==> config.mk <==
export PLATFORM = sky130hd
export DESIGN_NAME = etr_regs
export DESIGN_NICKNAME = d
export VERILOG_FILES = /design/src/inc/etr_pkg.sv /design/src/inc/etr_mem_if.sv /design/src/rtl/etr_user_mem.sv /design/src/rtl/etr_regs.sv
export SDC_FILE = /design/constraint.sdc
export NUM_CORES = 1
export LEC_CHECK = 0
export BUFFER_PORTS_ARGS = -buffer_cell sky130_fd_sc_hd__buf_2
export CAP_MARGIN = 20
export CORE_ASPECT_RATIO = 1.4
export CORE_MARGIN = 1
export CORE_UTILIZATION = 50
export CTS_BUF_LIST = sky130_fd_sc_hd__clkbuf_4 sky130_fd_sc_hd__clkbuf_8 sky130_fd_sc_hd__clkbuf_16
export DETAILED_ROUTE_END_ITERATION = 6
export PLACE_DENSITY = 0.66
export SLEW_MARGIN = 15
export SYNTH_ARGS = -nofsm -noshare
export SYNTH_HDL_FRONTEND = slang
export SYNTH_SLANG_ARGS = --single-unit
==> constraint.sdc <==
create_clock -name sys_clk -period 3.52 [get_ports sys_clk]
set_input_delay 0.352 -clock sys_clk [delete_from_list [all_inputs] [get_ports sys_clk]]
set_output_delay 0.352 -clock sys_clk [all_outputs]
set_load 0.1 [all_outputs]
==> src/inc/etr_pkg.sv <==
// Constants, register map and state types of the elapsed-time and event recorder.
// Assumes a single 125 MHz clock and a byte-wide register port behind the serial framer.
package etr_pkg;

    // ---------------------------------------------------------------
    // Timing
    // ---------------------------------------------------------------
    localparam int CLK_HZ = 125_000_000;
    localparam int CLK_NS = 8;
    localparam int TICK_MS = 250;
    localparam int TICK_CYC = TICK_MS * (CLK_HZ / 1000);
    localparam int FILTER_NS = 1000;
    localparam int FILT_CYC = (FILTER_NS + CLK_NS - 1) / CLK_NS;
    localparam int TICK_W = 25;
    localparam int FILT_W = 8;

    // ---------------------------------------------------------------
    // Register map
    // ---------------------------------------------------------------
    localparam logic [7:0] ADDR_CMD = 8'h00;
    localparam logic [7:0] ADDR_STAT = 8'h01;
    localparam logic [7:0] ADDR_PWA = 8'h02;
    localparam logic [7:0] ADDR_FEC = 8'h08;
    localparam logic [7:0] ADDR_ATC = 8'h0a;
    localparam logic [7:0] ADDR_CLIM = 8'h10;
    localparam logic [7:0] ADDR_TLIM = 8'h12;
    localparam logic [7:0] ADDR_CFG = 8'h16;
    localparam logic [7:0] ADDR_SPW = 8'h1a;
    localparam logic [7:0] ADDR_UMEM = 8'h20;
    localparam int UMEM_BYTES = 16;
    localparam logic [7:0] UNMAPPED_DATA = 8'hff;

    // ---------------------------------------------------------------
    // Field positions and reset values
    // ---------------------------------------------------------------
    localparam int CMD_REL_BIT = 0;
    localparam int STAT_TIME_BIT = 0;
    localparam int STAT_CNT_BIT = 1;
    localparam int STAT_ACT_BIT = 2;
    localparam int CFG_POL_BIT = 0;
    localparam int CFG_CNT_EN_BIT = 1;
    localparam int CFG_TIME_EN_BIT = 2;
    localparam int CFG_W = 3;
    localparam logic [31:0] PWA_RESET = 32'hffffffff;
    localparam logic [31:0] SPW_RESET = 32'hffffffff;
    localparam logic [15:0] FEC_RESET = 16'h0000;
    localparam logic [31:0] ATC_RESET = 32'h00000000;
    localparam logic [15:0] CLIM_RESET = 16'h0000;
    localparam logic [31:0] TLIM_RESET = 32'h00000000;
    localparam logic [CFG_W-1:0] CFG_RESET = 3'h0;
    localparam logic [7:0] UMEM_RESET = 8'h00;

    typedef struct packed {
        logic act;
        logic [FILT_W-1:0] filt_cnt;
        logic [TICK_W-1:0] tick_cnt;
        logic [15:0] evt_vol;
        logic [15:0] evt_nv;
        logic [31:0] atc_vol;
        logic [31:0] atc_nv;
        logic [15:0] cnt_lim;
        logic [31:0] tim_lim;
        logic [CFG_W-1:0] cfg;
        logic [31:0] spw;
        logic [31:0] pwa;
        logic [31:0] spw_stage;
        logic [3:0] spw_mask;
        logic evt_dirty;
        logic atc_dirty;
        logic alert;
        logic [7:0] rdata;
        logic rvalid;
        logic rd_mem;
    } etr_state_t;

    typedef struct packed {
        logic [UMEM_BYTES-1:0][7:0] cells;
        logic [7:0] rdata;
    } etr_mem_state_t;

endpackage

==> src/inc/etr_mem_if.sv <==
// Port bundle between the register logic and the user memory.
// Assumes both ends share sys_clk.
`timescale 1ns/1ps
interface etr_mem_if;
    logic we;
    logic [3:0] waddr;
    logic [7:0] wdata;
    logic [3:0] raddr;
    logic [7:0] rdata;
    modport ctrl (output we, output waddr, output wdata, output raddr, input rdata);
    modport mem (input we, input waddr, input wdata, input raddr, output rdata);
endinterface

==> src/rtl/etr_user_mem.sv <==
// Sixteen-byte user memory with registered read data.
// Assumes the controller applies write protection before raising we.
`timescale 1ns/1ps
module etr_user_mem
    import etr_pkg::*;
(
    input wire logic sys_clk,
    input wire logic sys_rst,
    etr_mem_if.mem port
);
    etr_mem_state_t st_r;
    etr_mem_state_t st_nxt;

    always_comb begin
        st_nxt = st_r;
        if (port.we) begin
            st_nxt.cells[port.waddr] = port.wdata;
        end
        st_nxt.rdata = st_r.cells[port.raddr];
    end

    always_ff @(posedge sys_clk) begin
        if (sys_rst) begin
            st_r <= '{cells: {UMEM_BYTES{UMEM_RESET}}, rdata: 8'h00};
        end else begin
            st_r <= st_nxt;
        end
    end

    assign port.rdata = st_r.rdata;
endmodule // etr_user_mem

==> src/rtl/etr_regs.sv <==
// Register file and counting logic of the elapsed-time and event recorder.
// Assumes a serial framer that presents one byte access per strobe and a stop strobe.
// Notes on behaviour
// - Sixteen user bytes, writable only with the correct password, else read-only.
// - Reads of unimplemented addresses return ff.
// - Password attempt and stored password bytes always read as zero.
// - Protected registers are writable only while attempt equals stored password.
// - Password attempt powers up all ones, matching the default stored password.
// - Command bit 0 reads zero; writing one releases the latched alert.
// - Status bit 2 shows filtered activity; status resets zero and is read-only.
// - Count flag is one while event count is at or above its limit.
// - Time flag is one while elapsed time is at or above its limit.
// - Event counter is 16 bits at 08h/09h, counting activity falling edges.
// - Event count reloads from stored copy at reset, rising edge, after write.
// - Each falling edge increments the event count by one, up to ffff.
// - After the increment the event count is copied to its stored copy.
// - Elapsed time is 32 bits at 0ah-0dh, low byte first, 250 ms units.
// - Elapsed time reloads from stored copy at reset, rising edge, after write.
// - While activity is high, elapsed time increments every 250 ms tick, up to ffffffff.
// - On a falling edge timing stops and elapsed time is stored.
// - Writes are ignored while activity is high; reads still work.
// - The event counter saturates at ffff.
// - An enabled limit flag latches the alert at its active polarity.
// - A zero limit disables its comparison, flag and alert.
`timescale 1ns/1ps
module etr_regs
    import etr_pkg::*;
#(
    parameter int TICK_CYCLES = TICK_CYC
)
(
    input wire logic sys_clk,
    input wire logic sys_rst,
    input wire logic activity,
    input wire logic [7:0] reg_addr,
    input wire logic reg_wr_stb,
    input wire logic [7:0] reg_wdata,
    input wire logic reg_rd_stb,
    input wire logic reg_stop,
    output logic [7:0] reg_rdata,
    output logic reg_rvalid,
    output logic alert_out,
    output logic alert_oe
);
    import etr_pkg::*;

    // ---------------------------------------------------------------
    // Helpers
    // ---------------------------------------------------------------
    function automatic logic in_range(input logic [7:0] a, input logic [7:0] base,
                                      input int bytes);
        in_range = (a >= base) && ({1'b0, a} < ({1'b0, base} + 9'(bytes)));
    endfunction

    function automatic logic [31:0] put_byte(input logic [31:0] w, input logic [1:0] i,
                                             input logic [7:0] b);
        logic [31:0] r;
        r = w;
        r[8*i +: 8] = b;
        put_byte = r;
    endfunction

    function automatic logic [7:0] get_byte(input logic [31:0] w, input logic [1:0] i);
        get_byte = w[8*i +: 8];
    endfunction

    etr_state_t st_r;
    etr_state_t st_nxt;
    etr_mem_if mif ();

    logic act_flip;
    logic rise;
    logic fall;
    logic unlocked;
    logic wr_ok;
    logic prot_ok;
    logic cnt_flag;
    logic tim_flag;
    logic release_req;
    logic [1:0] boff;

    // ---------------------------------------------------------------
    // Combinational decode
    // ---------------------------------------------------------------
    assign act_flip = (activity != st_r.act) && (st_r.filt_cnt == FILT_W'(FILT_CYC - 1));
    assign rise = act_flip && activity;
    assign fall = act_flip && !activity;
    assign unlocked = (st_r.pwa == st_r.spw);
    assign wr_ok = reg_wr_stb && !st_r.act;
    assign prot_ok = wr_ok && unlocked;
    assign cnt_flag = (st_r.cnt_lim != 16'h0000) && (st_r.evt_vol >= st_r.cnt_lim);
    assign tim_flag = (st_r.tim_lim != 32'h0) && (st_r.atc_vol >= st_r.tim_lim);
    assign release_req = wr_ok && (reg_addr == ADDR_CMD) && reg_wdata[CMD_REL_BIT];
    assign boff = reg_addr[1:0] - ADDR_PWA[1:0];

    assign mif.we = prot_ok && in_range(reg_addr, ADDR_UMEM, UMEM_BYTES);
    assign mif.waddr = reg_addr[3:0];
    assign mif.wdata = reg_wdata;
    assign mif.raddr = reg_addr[3:0];

    // ---------------------------------------------------------------
    // Next state
    // ---------------------------------------------------------------
    always_comb begin
        st_nxt = st_r;
        st_nxt.rvalid = 1'b0;

        // The input must differ for the whole filter time before it is accepted.
        if (activity == st_r.act) begin
            st_nxt.filt_cnt = '0;
        end else if (act_flip) begin
            st_nxt.act = activity;
            st_nxt.filt_cnt = '0;
        end else begin
            st_nxt.filt_cnt = st_r.filt_cnt + 1'b1;
        end

        if (rise) begin
            st_nxt.evt_vol = st_r.evt_nv;
            st_nxt.atc_vol = st_r.atc_nv;
            st_nxt.tick_cnt = '0;
        end else if (fall) begin
            if (st_r.evt_vol != 16'hffff) begin
                st_nxt.evt_vol = st_r.evt_vol + 16'h0001;
            end
            st_nxt.evt_nv = st_nxt.evt_vol;
            st_nxt.atc_nv = st_r.atc_vol;
        end else if (st_r.act) begin
            if (st_r.tick_cnt == TICK_W'(TICK_CYCLES - 1)) begin
                st_nxt.tick_cnt = '0;
                if (st_r.atc_vol != 32'hffffffff) begin
                    st_nxt.atc_vol = st_r.atc_vol + 32'h1;
                end
            end else begin
                st_nxt.tick_cnt = st_r.tick_cnt + 1'b1;
            end
        end

        // ---------------------------------------------------------------
        // Register writes
        // ---------------------------------------------------------------
        if (wr_ok && in_range(reg_addr, ADDR_PWA, 4)) begin
            st_nxt.pwa = put_byte(st_r.pwa, boff, reg_wdata);
        end
        if (prot_ok) begin
            if (in_range(reg_addr, ADDR_FEC, 2)) begin
                st_nxt.evt_nv[8*reg_addr[0] +: 8] = reg_wdata;
                st_nxt.evt_dirty = 1'b1;
            end
            if (in_range(reg_addr, ADDR_ATC, 4)) begin
                st_nxt.atc_nv = put_byte(st_r.atc_nv, reg_addr[1:0] - ADDR_ATC[1:0],
                                         reg_wdata);
                st_nxt.atc_dirty = 1'b1;
            end
            if (in_range(reg_addr, ADDR_CLIM, 2)) begin
                st_nxt.cnt_lim[8*reg_addr[0] +: 8] = reg_wdata;
            end
            if (in_range(reg_addr, ADDR_TLIM, 4)) begin
                st_nxt.tim_lim = put_byte(st_r.tim_lim, reg_addr[1:0] - ADDR_TLIM[1:0],
                                          reg_wdata);
            end
            if (reg_addr == ADDR_CFG) begin
                st_nxt.cfg = reg_wdata[CFG_W-1:0];
            end
            if (in_range(reg_addr, ADDR_SPW, 4)) begin
                st_nxt.spw_stage = put_byte(st_r.spw_stage, reg_addr[1:0] - ADDR_SPW[1:0],
                                            reg_wdata);
                st_nxt.spw_mask[reg_addr[1:0] - ADDR_SPW[1:0]] = 1'b1;
            end
        end

        // A new stored password only takes effect when all four bytes came in one write.
        if (reg_stop) begin
            if (st_r.evt_dirty) begin
                st_nxt.evt_vol = st_r.evt_nv;
            end
            if (st_r.atc_dirty) begin
                st_nxt.atc_vol = st_r.atc_nv;
            end
            if (st_r.spw_mask == 4'hf) begin
                st_nxt.spw = st_r.spw_stage;
            end
            st_nxt.spw_mask = 4'h0;
            st_nxt.evt_dirty = 1'b0;
            st_nxt.atc_dirty = 1'b0;
        end

        // Setting wins over release, so a standing condition reasserts at once.
        st_nxt.alert = (st_r.alert && !release_req)
                     || (cnt_flag && st_r.cfg[CFG_CNT_EN_BIT])
                     || (tim_flag && st_r.cfg[CFG_TIME_EN_BIT]);

        // ---------------------------------------------------------------
        // Register reads
        // ---------------------------------------------------------------
        if (reg_rd_stb) begin
            st_nxt.rvalid = 1'b1;
            st_nxt.rd_mem = 1'b0;
            st_nxt.rdata = UNMAPPED_DATA;
            if (reg_addr == ADDR_CMD) begin
                st_nxt.rdata = 8'h00;
            end else if (reg_addr == ADDR_STAT) begin
                st_nxt.rdata = 8'h00;
                st_nxt.rdata[STAT_ACT_BIT] = st_r.act;
                st_nxt.rdata[STAT_CNT_BIT] = cnt_flag;
                st_nxt.rdata[STAT_TIME_BIT] = tim_flag;
            end else if (in_range(reg_addr, ADDR_PWA, 4) || in_range(reg_addr, ADDR_SPW, 4)) begin
                st_nxt.rdata = 8'h00;
            end else if (in_range(reg_addr, ADDR_FEC, 2)) begin
                // A live snapshot while active, the stored copy while idle.
                st_nxt.rdata = st_r.act ? st_r.evt_vol[8*reg_addr[0] +: 8]
                                        : st_r.evt_nv[8*reg_addr[0] +: 8];
            end else if (in_range(reg_addr, ADDR_ATC, 4)) begin
                st_nxt.rdata = get_byte(st_r.act ? st_r.atc_vol : st_r.atc_nv,
                                        reg_addr[1:0] - ADDR_ATC[1:0]);
            end else if (in_range(reg_addr, ADDR_CLIM, 2)) begin
                st_nxt.rdata = st_r.cnt_lim[8*reg_addr[0] +: 8];
            end else if (in_range(reg_addr, ADDR_TLIM, 4)) begin
                st_nxt.rdata = get_byte(st_r.tim_lim, reg_addr[1:0] - ADDR_TLIM[1:0]);
            end else if (reg_addr == ADDR_CFG) begin
                st_nxt.rdata = {5'h00, st_r.cfg};
            end else if (in_range(reg_addr, ADDR_UMEM, UMEM_BYTES)) begin
                st_nxt.rd_mem = 1'b1;
            end
        end
    end

    always_ff @(posedge sys_clk) begin
        if (sys_rst) begin
            st_r <= '0;
            st_r.pwa <= PWA_RESET;
            st_r.spw <= SPW_RESET;
            st_r.evt_nv <= FEC_RESET;
            st_r.evt_vol <= FEC_RESET;
            st_r.atc_nv <= ATC_RESET;
            st_r.atc_vol <= ATC_RESET;
            st_r.cnt_lim <= CLIM_RESET;
            st_r.tim_lim <= TLIM_RESET;
            st_r.cfg <= CFG_RESET;
        end else begin
            st_r <= st_nxt;
        end
    end

    etr_user_mem u_mem (
        .sys_clk(sys_clk),
        .sys_rst(sys_rst),
        .port(mif.mem)
    );

    // ---------------------------------------------------------------
    // Outputs
    // ---------------------------------------------------------------
    // Open drain: polarity 0 pulls low when active, polarity 1 releases when active.
    assign alert_out = 1'b0;
    assign alert_oe = st_r.cfg[CFG_POL_BIT] ? !st_r.alert : st_r.alert;
    assign reg_rdata = st_r.rd_mem ? mif.rdata : st_r.rdata;
    assign reg_rvalid = st_r.rvalid;

    // ---------------------------------------------------------------
    // Checks
    // ---------------------------------------------------------------
    chk_unmapped_ff: assert property (@(posedge sys_clk) disable iff (sys_rst)
        reg_rd_stb && (reg_addr >= 8'h30) |=> reg_rvalid && reg_rdata == 8'hff)
        else $error("unmapped read not ff");
    chk_password_hidden: assert property (@(posedge sys_clk) disable iff (sys_rst)
        reg_rd_stb && (in_range(reg_addr, ADDR_PWA, 4) || in_range(reg_addr, ADDR_SPW, 4))
        |=> reg_rdata == 8'h00)
        else $error("password byte disclosed");
    chk_cmd_reads_zero: assert property (@(posedge sys_clk) disable iff (sys_rst)
        reg_rd_stb && reg_addr == ADDR_CMD |=> reg_rdata == 8'h00)
        else $error("command read not zero");
    chk_status_value: assert property (@(posedge sys_clk) disable iff (sys_rst)
        reg_rd_stb && reg_addr == ADDR_STAT
        |=> reg_rdata == {5'h00, $past(st_r.act), $past(cnt_flag), $past(tim_flag)})
        else $error("status read wrong");
    chk_locked_cfg: assert property (@(posedge sys_clk) disable iff (sys_rst)
        reg_wr_stb && reg_addr == ADDR_CFG && st_r.pwa != st_r.spw |=> $stable(st_r.cfg))
        else $error("locked config changed");
    chk_active_ignore: assert property (@(posedge sys_clk) disable iff (sys_rst)
        reg_wr_stb && st_r.act && !act_flip |=> $stable(st_r.pwa) && $stable(st_r.tim_lim))
        else $error("write taken while active");
    chk_user_lock: assert property (@(posedge sys_clk) disable iff (sys_rst)
        mif.we |-> !st_r.act && st_r.pwa == st_r.spw)
        else $error("user memory written while locked");
    chk_event_inc: assert property (@(posedge sys_clk) disable iff (sys_rst)
        fall && st_r.evt_vol != 16'hffff
        |=> st_r.evt_vol == $past(st_r.evt_vol) + 16'h0001 && st_r.evt_nv == st_r.evt_vol)
        else $error("event count not stepped and stored");
    chk_event_sat: assert property (@(posedge sys_clk) disable iff (sys_rst)
        fall && st_r.evt_vol == 16'hffff |=> st_r.evt_nv == 16'hffff)
        else $error("event count rolled over");
    chk_rise_reload: assert property (@(posedge sys_clk) disable iff (sys_rst)
        rise |=> st_r.evt_vol == $past(st_r.evt_nv) && st_r.atc_vol == $past(st_r.atc_nv))
        else $error("counts not reloaded on rising edge");
    chk_fall_store: assert property (@(posedge sys_clk) disable iff (sys_rst)
        fall |=> st_r.atc_nv == $past(st_r.atc_vol) && !st_r.act)
        else $error("elapsed time not stored on falling edge");
    chk_tick_step: assert property (@(posedge sys_clk) disable iff (sys_rst)
        st_r.act && !act_flip && st_r.tick_cnt == TICK_W'(TICK_CYCLES - 1)
        && st_r.atc_vol != 32'hffffffff && !reg_stop
        |=> st_r.atc_vol == $past(st_r.atc_vol) + 32'h1)
        else $error("elapsed time missed a tick");
    chk_zero_limit: assert property (@(posedge sys_clk) disable iff (sys_rst)
        st_r.cnt_lim == 16'h0000 && st_r.tim_lim == 32'h0 && !st_r.alert |=> !st_r.alert)
        else $error("alert raised with limits off");
    chk_alert_latch: assert property (@(posedge sys_clk) disable iff (sys_rst)
        cnt_flag && st_r.cfg[CFG_CNT_EN_BIT] |=> st_r.alert ##1 (st_r.alert || release_req
        || $past(release_req)))
        else $error("alert not latched");
    chk_alert_hold: assert property (@(posedge sys_clk) disable iff (sys_rst)
        st_r.alert && !release_req |=> st_r.alert)
        else $error("alert dropped without release");
endmodule // etr_regs

[After elaboration in Yosys (flattened, before gate mapping)]
Cells that the tools add are included.
Word-level totals
  register bits after elaboration: 430
  output and inout bits: 11
  logic and storage cells: 189
Operators by class
  $add $sub $neg: 7
  $lt $le $gt $ge: 20
  eq/ne operators: 10
  shift-type cells: 9
  mux-type cells: 58
  bitwise operators: 3
  reductions and logical operators: 45
Operator list (count)
  $mux W32: 13
  $bwmux W128: 1
  $bwmux W32: 4
  $mux W16: 8
  $mux W8: 12
  $mux W83: 1
  $shiftx A32 B6 Y8: 2
  $shiftx A16 B5 Y8: 3
  $neg A4 Y34: 1
  $neg A5 Y34: 1
  $shift A8 B34 Y16 const A: 1
  $shift A8 B34 Y32 const A: 1
  $shiftx A8 B34 Y16: 1
  $shiftx A8 B34 Y32: 1
  $add A32 B1 Y32 const B: 1
  $bmux W8 S4: 1
  $bwmux W16: 2
  $demux W8 S4: 1
  $eq A32 B32 Y1: 1
  $ge A32 B32 Y1: 1
  $ne A32 B32 Y1 const B: 1
  $reduce_bool A32 Y1: 1
  $add A25 B1 Y25 const B: 1
  $eq A25 B25 Y1 const B: 1
  38 further kinds: 91

[Logic depth before layout (Yosys ltp)]
  word-level depth: 12
  mapped depth: 11
  depth with buffers taken out: 9

[Cells and area by module]
From an unflattened synthesis, not the netlist that was laid out.
Second synthesis, totals
  cell total of the unflattened synthesis: 2508
  area total of the unflattened synthesis: 22130.0 um2
By module, submodules not included
  etr_regs: times used 1, cells an instance 1893, area each 16146.7 um2, seq. area each 5885.6 um2
  etr_user_mem: times used 1, cells an instance 615, area each 5983.2 um2, seq. area each 2722.6 um2

[Worst setup path after synthesis]
No wires, ideal clock.
  path type: input to register
  start point: in reg_addr[0]
  end point: reg st_r[146] in the netlist's numbering
  setup time: 74 ps
  data arrival time: 2624 ps
  required time: 3446 ps
  setup slack: 821 ps
  stages on the path: 9
  buffers on the path: 3
  cell sequence: buf_2 > clkinv_1 > ha_1 > nor3b_1 > and2_0 > clkbuf_1 > buf_2 > nand2_1 > o21ai_0
On the way
  word-level cells in the longest chain between the ends: 4
RTL lines
  start: declaration: RTL line etr_regs.sv:35  | input wire logic [7:0] reg_addr,
  $sub A2 B2 Y2: RTL line etr_regs.sv:159  | st_nxt.tim_lim = put_byte(st_r.tim_lim, reg_addr[1:0] - ADDR_TLIM[1:0],
  $neg A5 Y34: RTL line etr_regs.sv:59  | r[8*i +: 8] = b;
  $shiftx A8 B34 Y32 / $shift A8 B34 Y32 (equally long branches): RTL line etr_regs.sv:59
  $bwmux W32: RTL line etr_regs.sv:59
  end signal: assignment: RTL line etr_regs.sv:241  | st_r <= st_nxt;
  end: declaration: RTL line etr_regs.sv:67  | etr_state_t st_r;
Parallel ways exist; a longest one is shown, timed or not.
A chain may end at the register's enable or synchronous reset.

[Final worst setup path]
  start point: reg st_r[55] in the netlist's numbering
  end point: reg st_r[235] in the netlist's numbering
On the way
  word-level cells in the longest chain between the ends: 3
RTL lines
  $eq A32 B32 Y1: RTL line etr_regs.sv:88  | assign unlocked = (st_r.pwa == st_r.spw);
  $logic_and A1 B1 Y1: RTL line etr_regs.sv:90  | assign prot_ok = wr_ok && unlocked;
  $mux W16: RTL line etr_regs.sv:145  | if (prot_ok) begin
Every way passes these cells.

==> out/results.ini <==
[status]
status = complete, no violations

[global_route]
grt_max_degree = 132
grt.total_usage_pct = 29.8
antenna_found_initial = 2
grt-ovfl-total = 0
grt_pass1_vias = 17700
grt_pass1_wl_um = 101000

[sta]
period_minus_slack_ns = 3.13
worst_pin_slew_ns = 1.10
fmax_mhz = 319
finalCritPeriodShare_pct = 89.0
drv_slew = 0
setup_viol = 0
rsz0062_at_grt = false
relSlewSlack_pct = 26.4
finalHoldViolCount = 0
fin_skew_ns = 0.0242
fin_setup_tns_ns = 0

[placed_design]
place_congestion = 0.979
port_buffers = 31
dpl.hpwl_um = 44800
placed_cells = 2905

[clocking]
cts_root_buffer = clkbuf_16
cts_tree = yes
htree_levels = 2
postCtsHoldBufs = 0
clock_path_buffers = 3
cts_sinks = 430
cts_resized = 0
cts_setup_buffers = 0
cts_buffers = 43
clock_latency_ns = 0.58
clkTransAtPathRegs_ns = 0.06

[routing]
initialDrtViolationCount = 1672
wl_per_cell_um = 21.8
wl_um = 64900
drt_first_pass_iters = 6
vias = 18400
ant_nets = 0
vias_per_cell = 6.19
drc = 0

[yosys]
synth.distinct_cells = 75
synth-edff-count = 0
ys_warn_count = 0
synth-seq-cells = 430
synth.top_cell.area_share_pct = 40.3
synthTopCellsByArea = dfxtp_1 (40%), mux2i_1 (8.9%), nand2_1 (5.0%)
syn-num-nets = 2519
ys.flop_type = dfxtp_1
syn_area_per_cell_um2 = 8.76
synth_area_leader_cell = dfxtp_1
yosysSeqAreaShare_pct = 40.3
syn_area_mm2 = 0.0214
synthArstFlopShare_pct = 0
syn_inst = 2440

[finish]
drive_above_1_share_pct = 10.3
area_growth_pct = 9.50
n_antenna_cell = 0
final_common_cell = dfxtp_1
final_cell_mix = dfxtp_1 (429), nor2_1 (285), nand2_1 (285)
nNetsFinal = 2483
stdcell_count = 2978

[worst_setup_path]
crit_path_max_fanout = 11
crit_type = register to register
required_ns = 3.93
cp-end-kind = register
start_kind = register
reg2regPathDepth = 7
worstPathArrival_ns = 3.54

[pwr]
p_switching_mw = 2.45
p_seq_share_pct = 48.5
vdd_drop_max_mv = 0.326
p_sw_share_pct = 24.2
powerDensity_mw_per_mm2 = 431
combPwrFrac_pct = 5.9
p_leak_nw = 9.43
clockPowerShare_pct = 45.6
internal-power_mw = 7.65

[floorplanning]
die_x_um = 177
fp.dieH_um = 247
core_mm2 = 0.0422
dieArea_mm2 = 0.0436
start_util_pct = 50.7
rows = 89
ios = 33

[worst_hold_path]
hold_depth = 3
min-delay-path-class = primary input to register

[run]
cap_violations = 0

==> stage by stage <==
| stage | hold slack (ns) | cell area, um^2 | worst slack [ns] | util, % | power [mW] |
|---|---|---|---|---|---|
| 5_1_grt | 0.166 | 23400 | 0.283 | 55.5 | 10.4 |
| 3_5_place_dp | 0.454 | 22000 | 0.440 | 52.1 | 5.59 |
| 2_1_floorplan | 0.421 | 21400 | 0.821 | - | 5.39 |
| 3_3_place_gp | 0.444 | 22000 | 0.503 | 52.1 | 5.59 |
| 4_1_cts | 0.149 | 23400 | 0.410 | 55.5 | 10.1 |
| 6_report | 0.165 | 23400 | 0.387 | 55.5 | 10.1 |
==> sequential cells by signal, indices dropped and copies added (netlist names) <==
register          count
reg_rvalid            1
u_mem.st_r          128
st_r                293
u_mem.port.rdata      8
==> cells by family after synthesis <==
| kind of cell | share of synthesized area [%] |
|---|---|
| other cells | 0.0175 |
| compound gates | 12.2 |
| xor+xnor | 4.18 |
| simple gates | 21.4 |
| mux | 14.5 |
| flops | 40.3 |
| fa+ha+maj | 3.34 |
| buf+inv | 4.15 |
==> worst paths after layout <==
check / slack (ns) / from / end
max: 0.39 / st_r[55] / st_r[235]
min: 0.16 / activity / st_r[293]
max reg2reg: 0.39 / st_r[55] / st_r[235]
min reg2reg: 0.47 / st_r[20] / st_r[84]
==> area by class of cell <==
class                           count  area (um^2)
Clock buffer                       63         1290
Clock inverter                     10          118
Fill cell                        3823        18800
Inverter                           68          256
Multi-Input combinational cell   1782        11900
Sequential cell                   430         8610
Tap cell                          546          683
Timing Repair Buffer               79          556
==> synth_stat cells (4+ instances only) <==
library cell and n:
a211o_1 13, a211oi_1 19, a21boi_0 4, a21o_1 7, a21oi_1 97, a22o_1 4
a22oi_1 33, a31oi_1 13, and2_1 15, and3_1 20, and4_1 8, buf_1 19
buf_2 14, clkbuf_1 124, dfxtp_1 430, ha_1 57, inv_1 66, mux2_2 12
mux2i_1 190, mux4_2 47, nand2_1 285, nand2b_1 9, nand3_1 166, nand3_4 10
nand4_1 26, nand4_2 5, nor2_1 285, nor2b_1 10, nor3_1 42, nor4_1 28
o211ai_1 38, o21a_1 5, o21ai_0 126, o221ai_1 12, o22ai_1 23, o31ai_1 8
or3_1 13, xnor2_1 46, xor2_1 56
==> layer usage <==
layer | vias up | wire (um) | global-route usage, %
met4 | 4 | 3150 | 13.6
li1 | 8582 | - | -
met3 | 213 | 4560 | 4.58
met2 | 766 | 30800 | 50.0
met1 | 8870 | 26400 | 37.4
met5 | - | 22 | 0
==> worst max-delay path: stages (launching register included) <==
cell and delay, ns:
dfxtp_1 0.32, xor2_1 0.19, nor4_1 0.42, nand4_2 0.39
or3_1 0.77, or3_1 0.61, o211ai_1 0.17, a21oi_1 0.10
==> power by group through the flow <==
| stage | registers, mW | logic, mW | clock network, mW |
|---|---|---|---|
| 3_3_place_gp | 5.00 | 0.583 | 0 |
| 5_1_grt | 4.89 | 0.625 | 4.88 |
| 4_1_cts | 4.89 | 0.588 | 4.66 |
| 6_report | 4.90 | 0.599 | 4.61 |
| 2_1_floorplan | 5.00 | 0.385 | 0 |
| 3_5_place_dp | 5.00 | 0.587 | 0 |
Power figures use the tool's default switching activity.
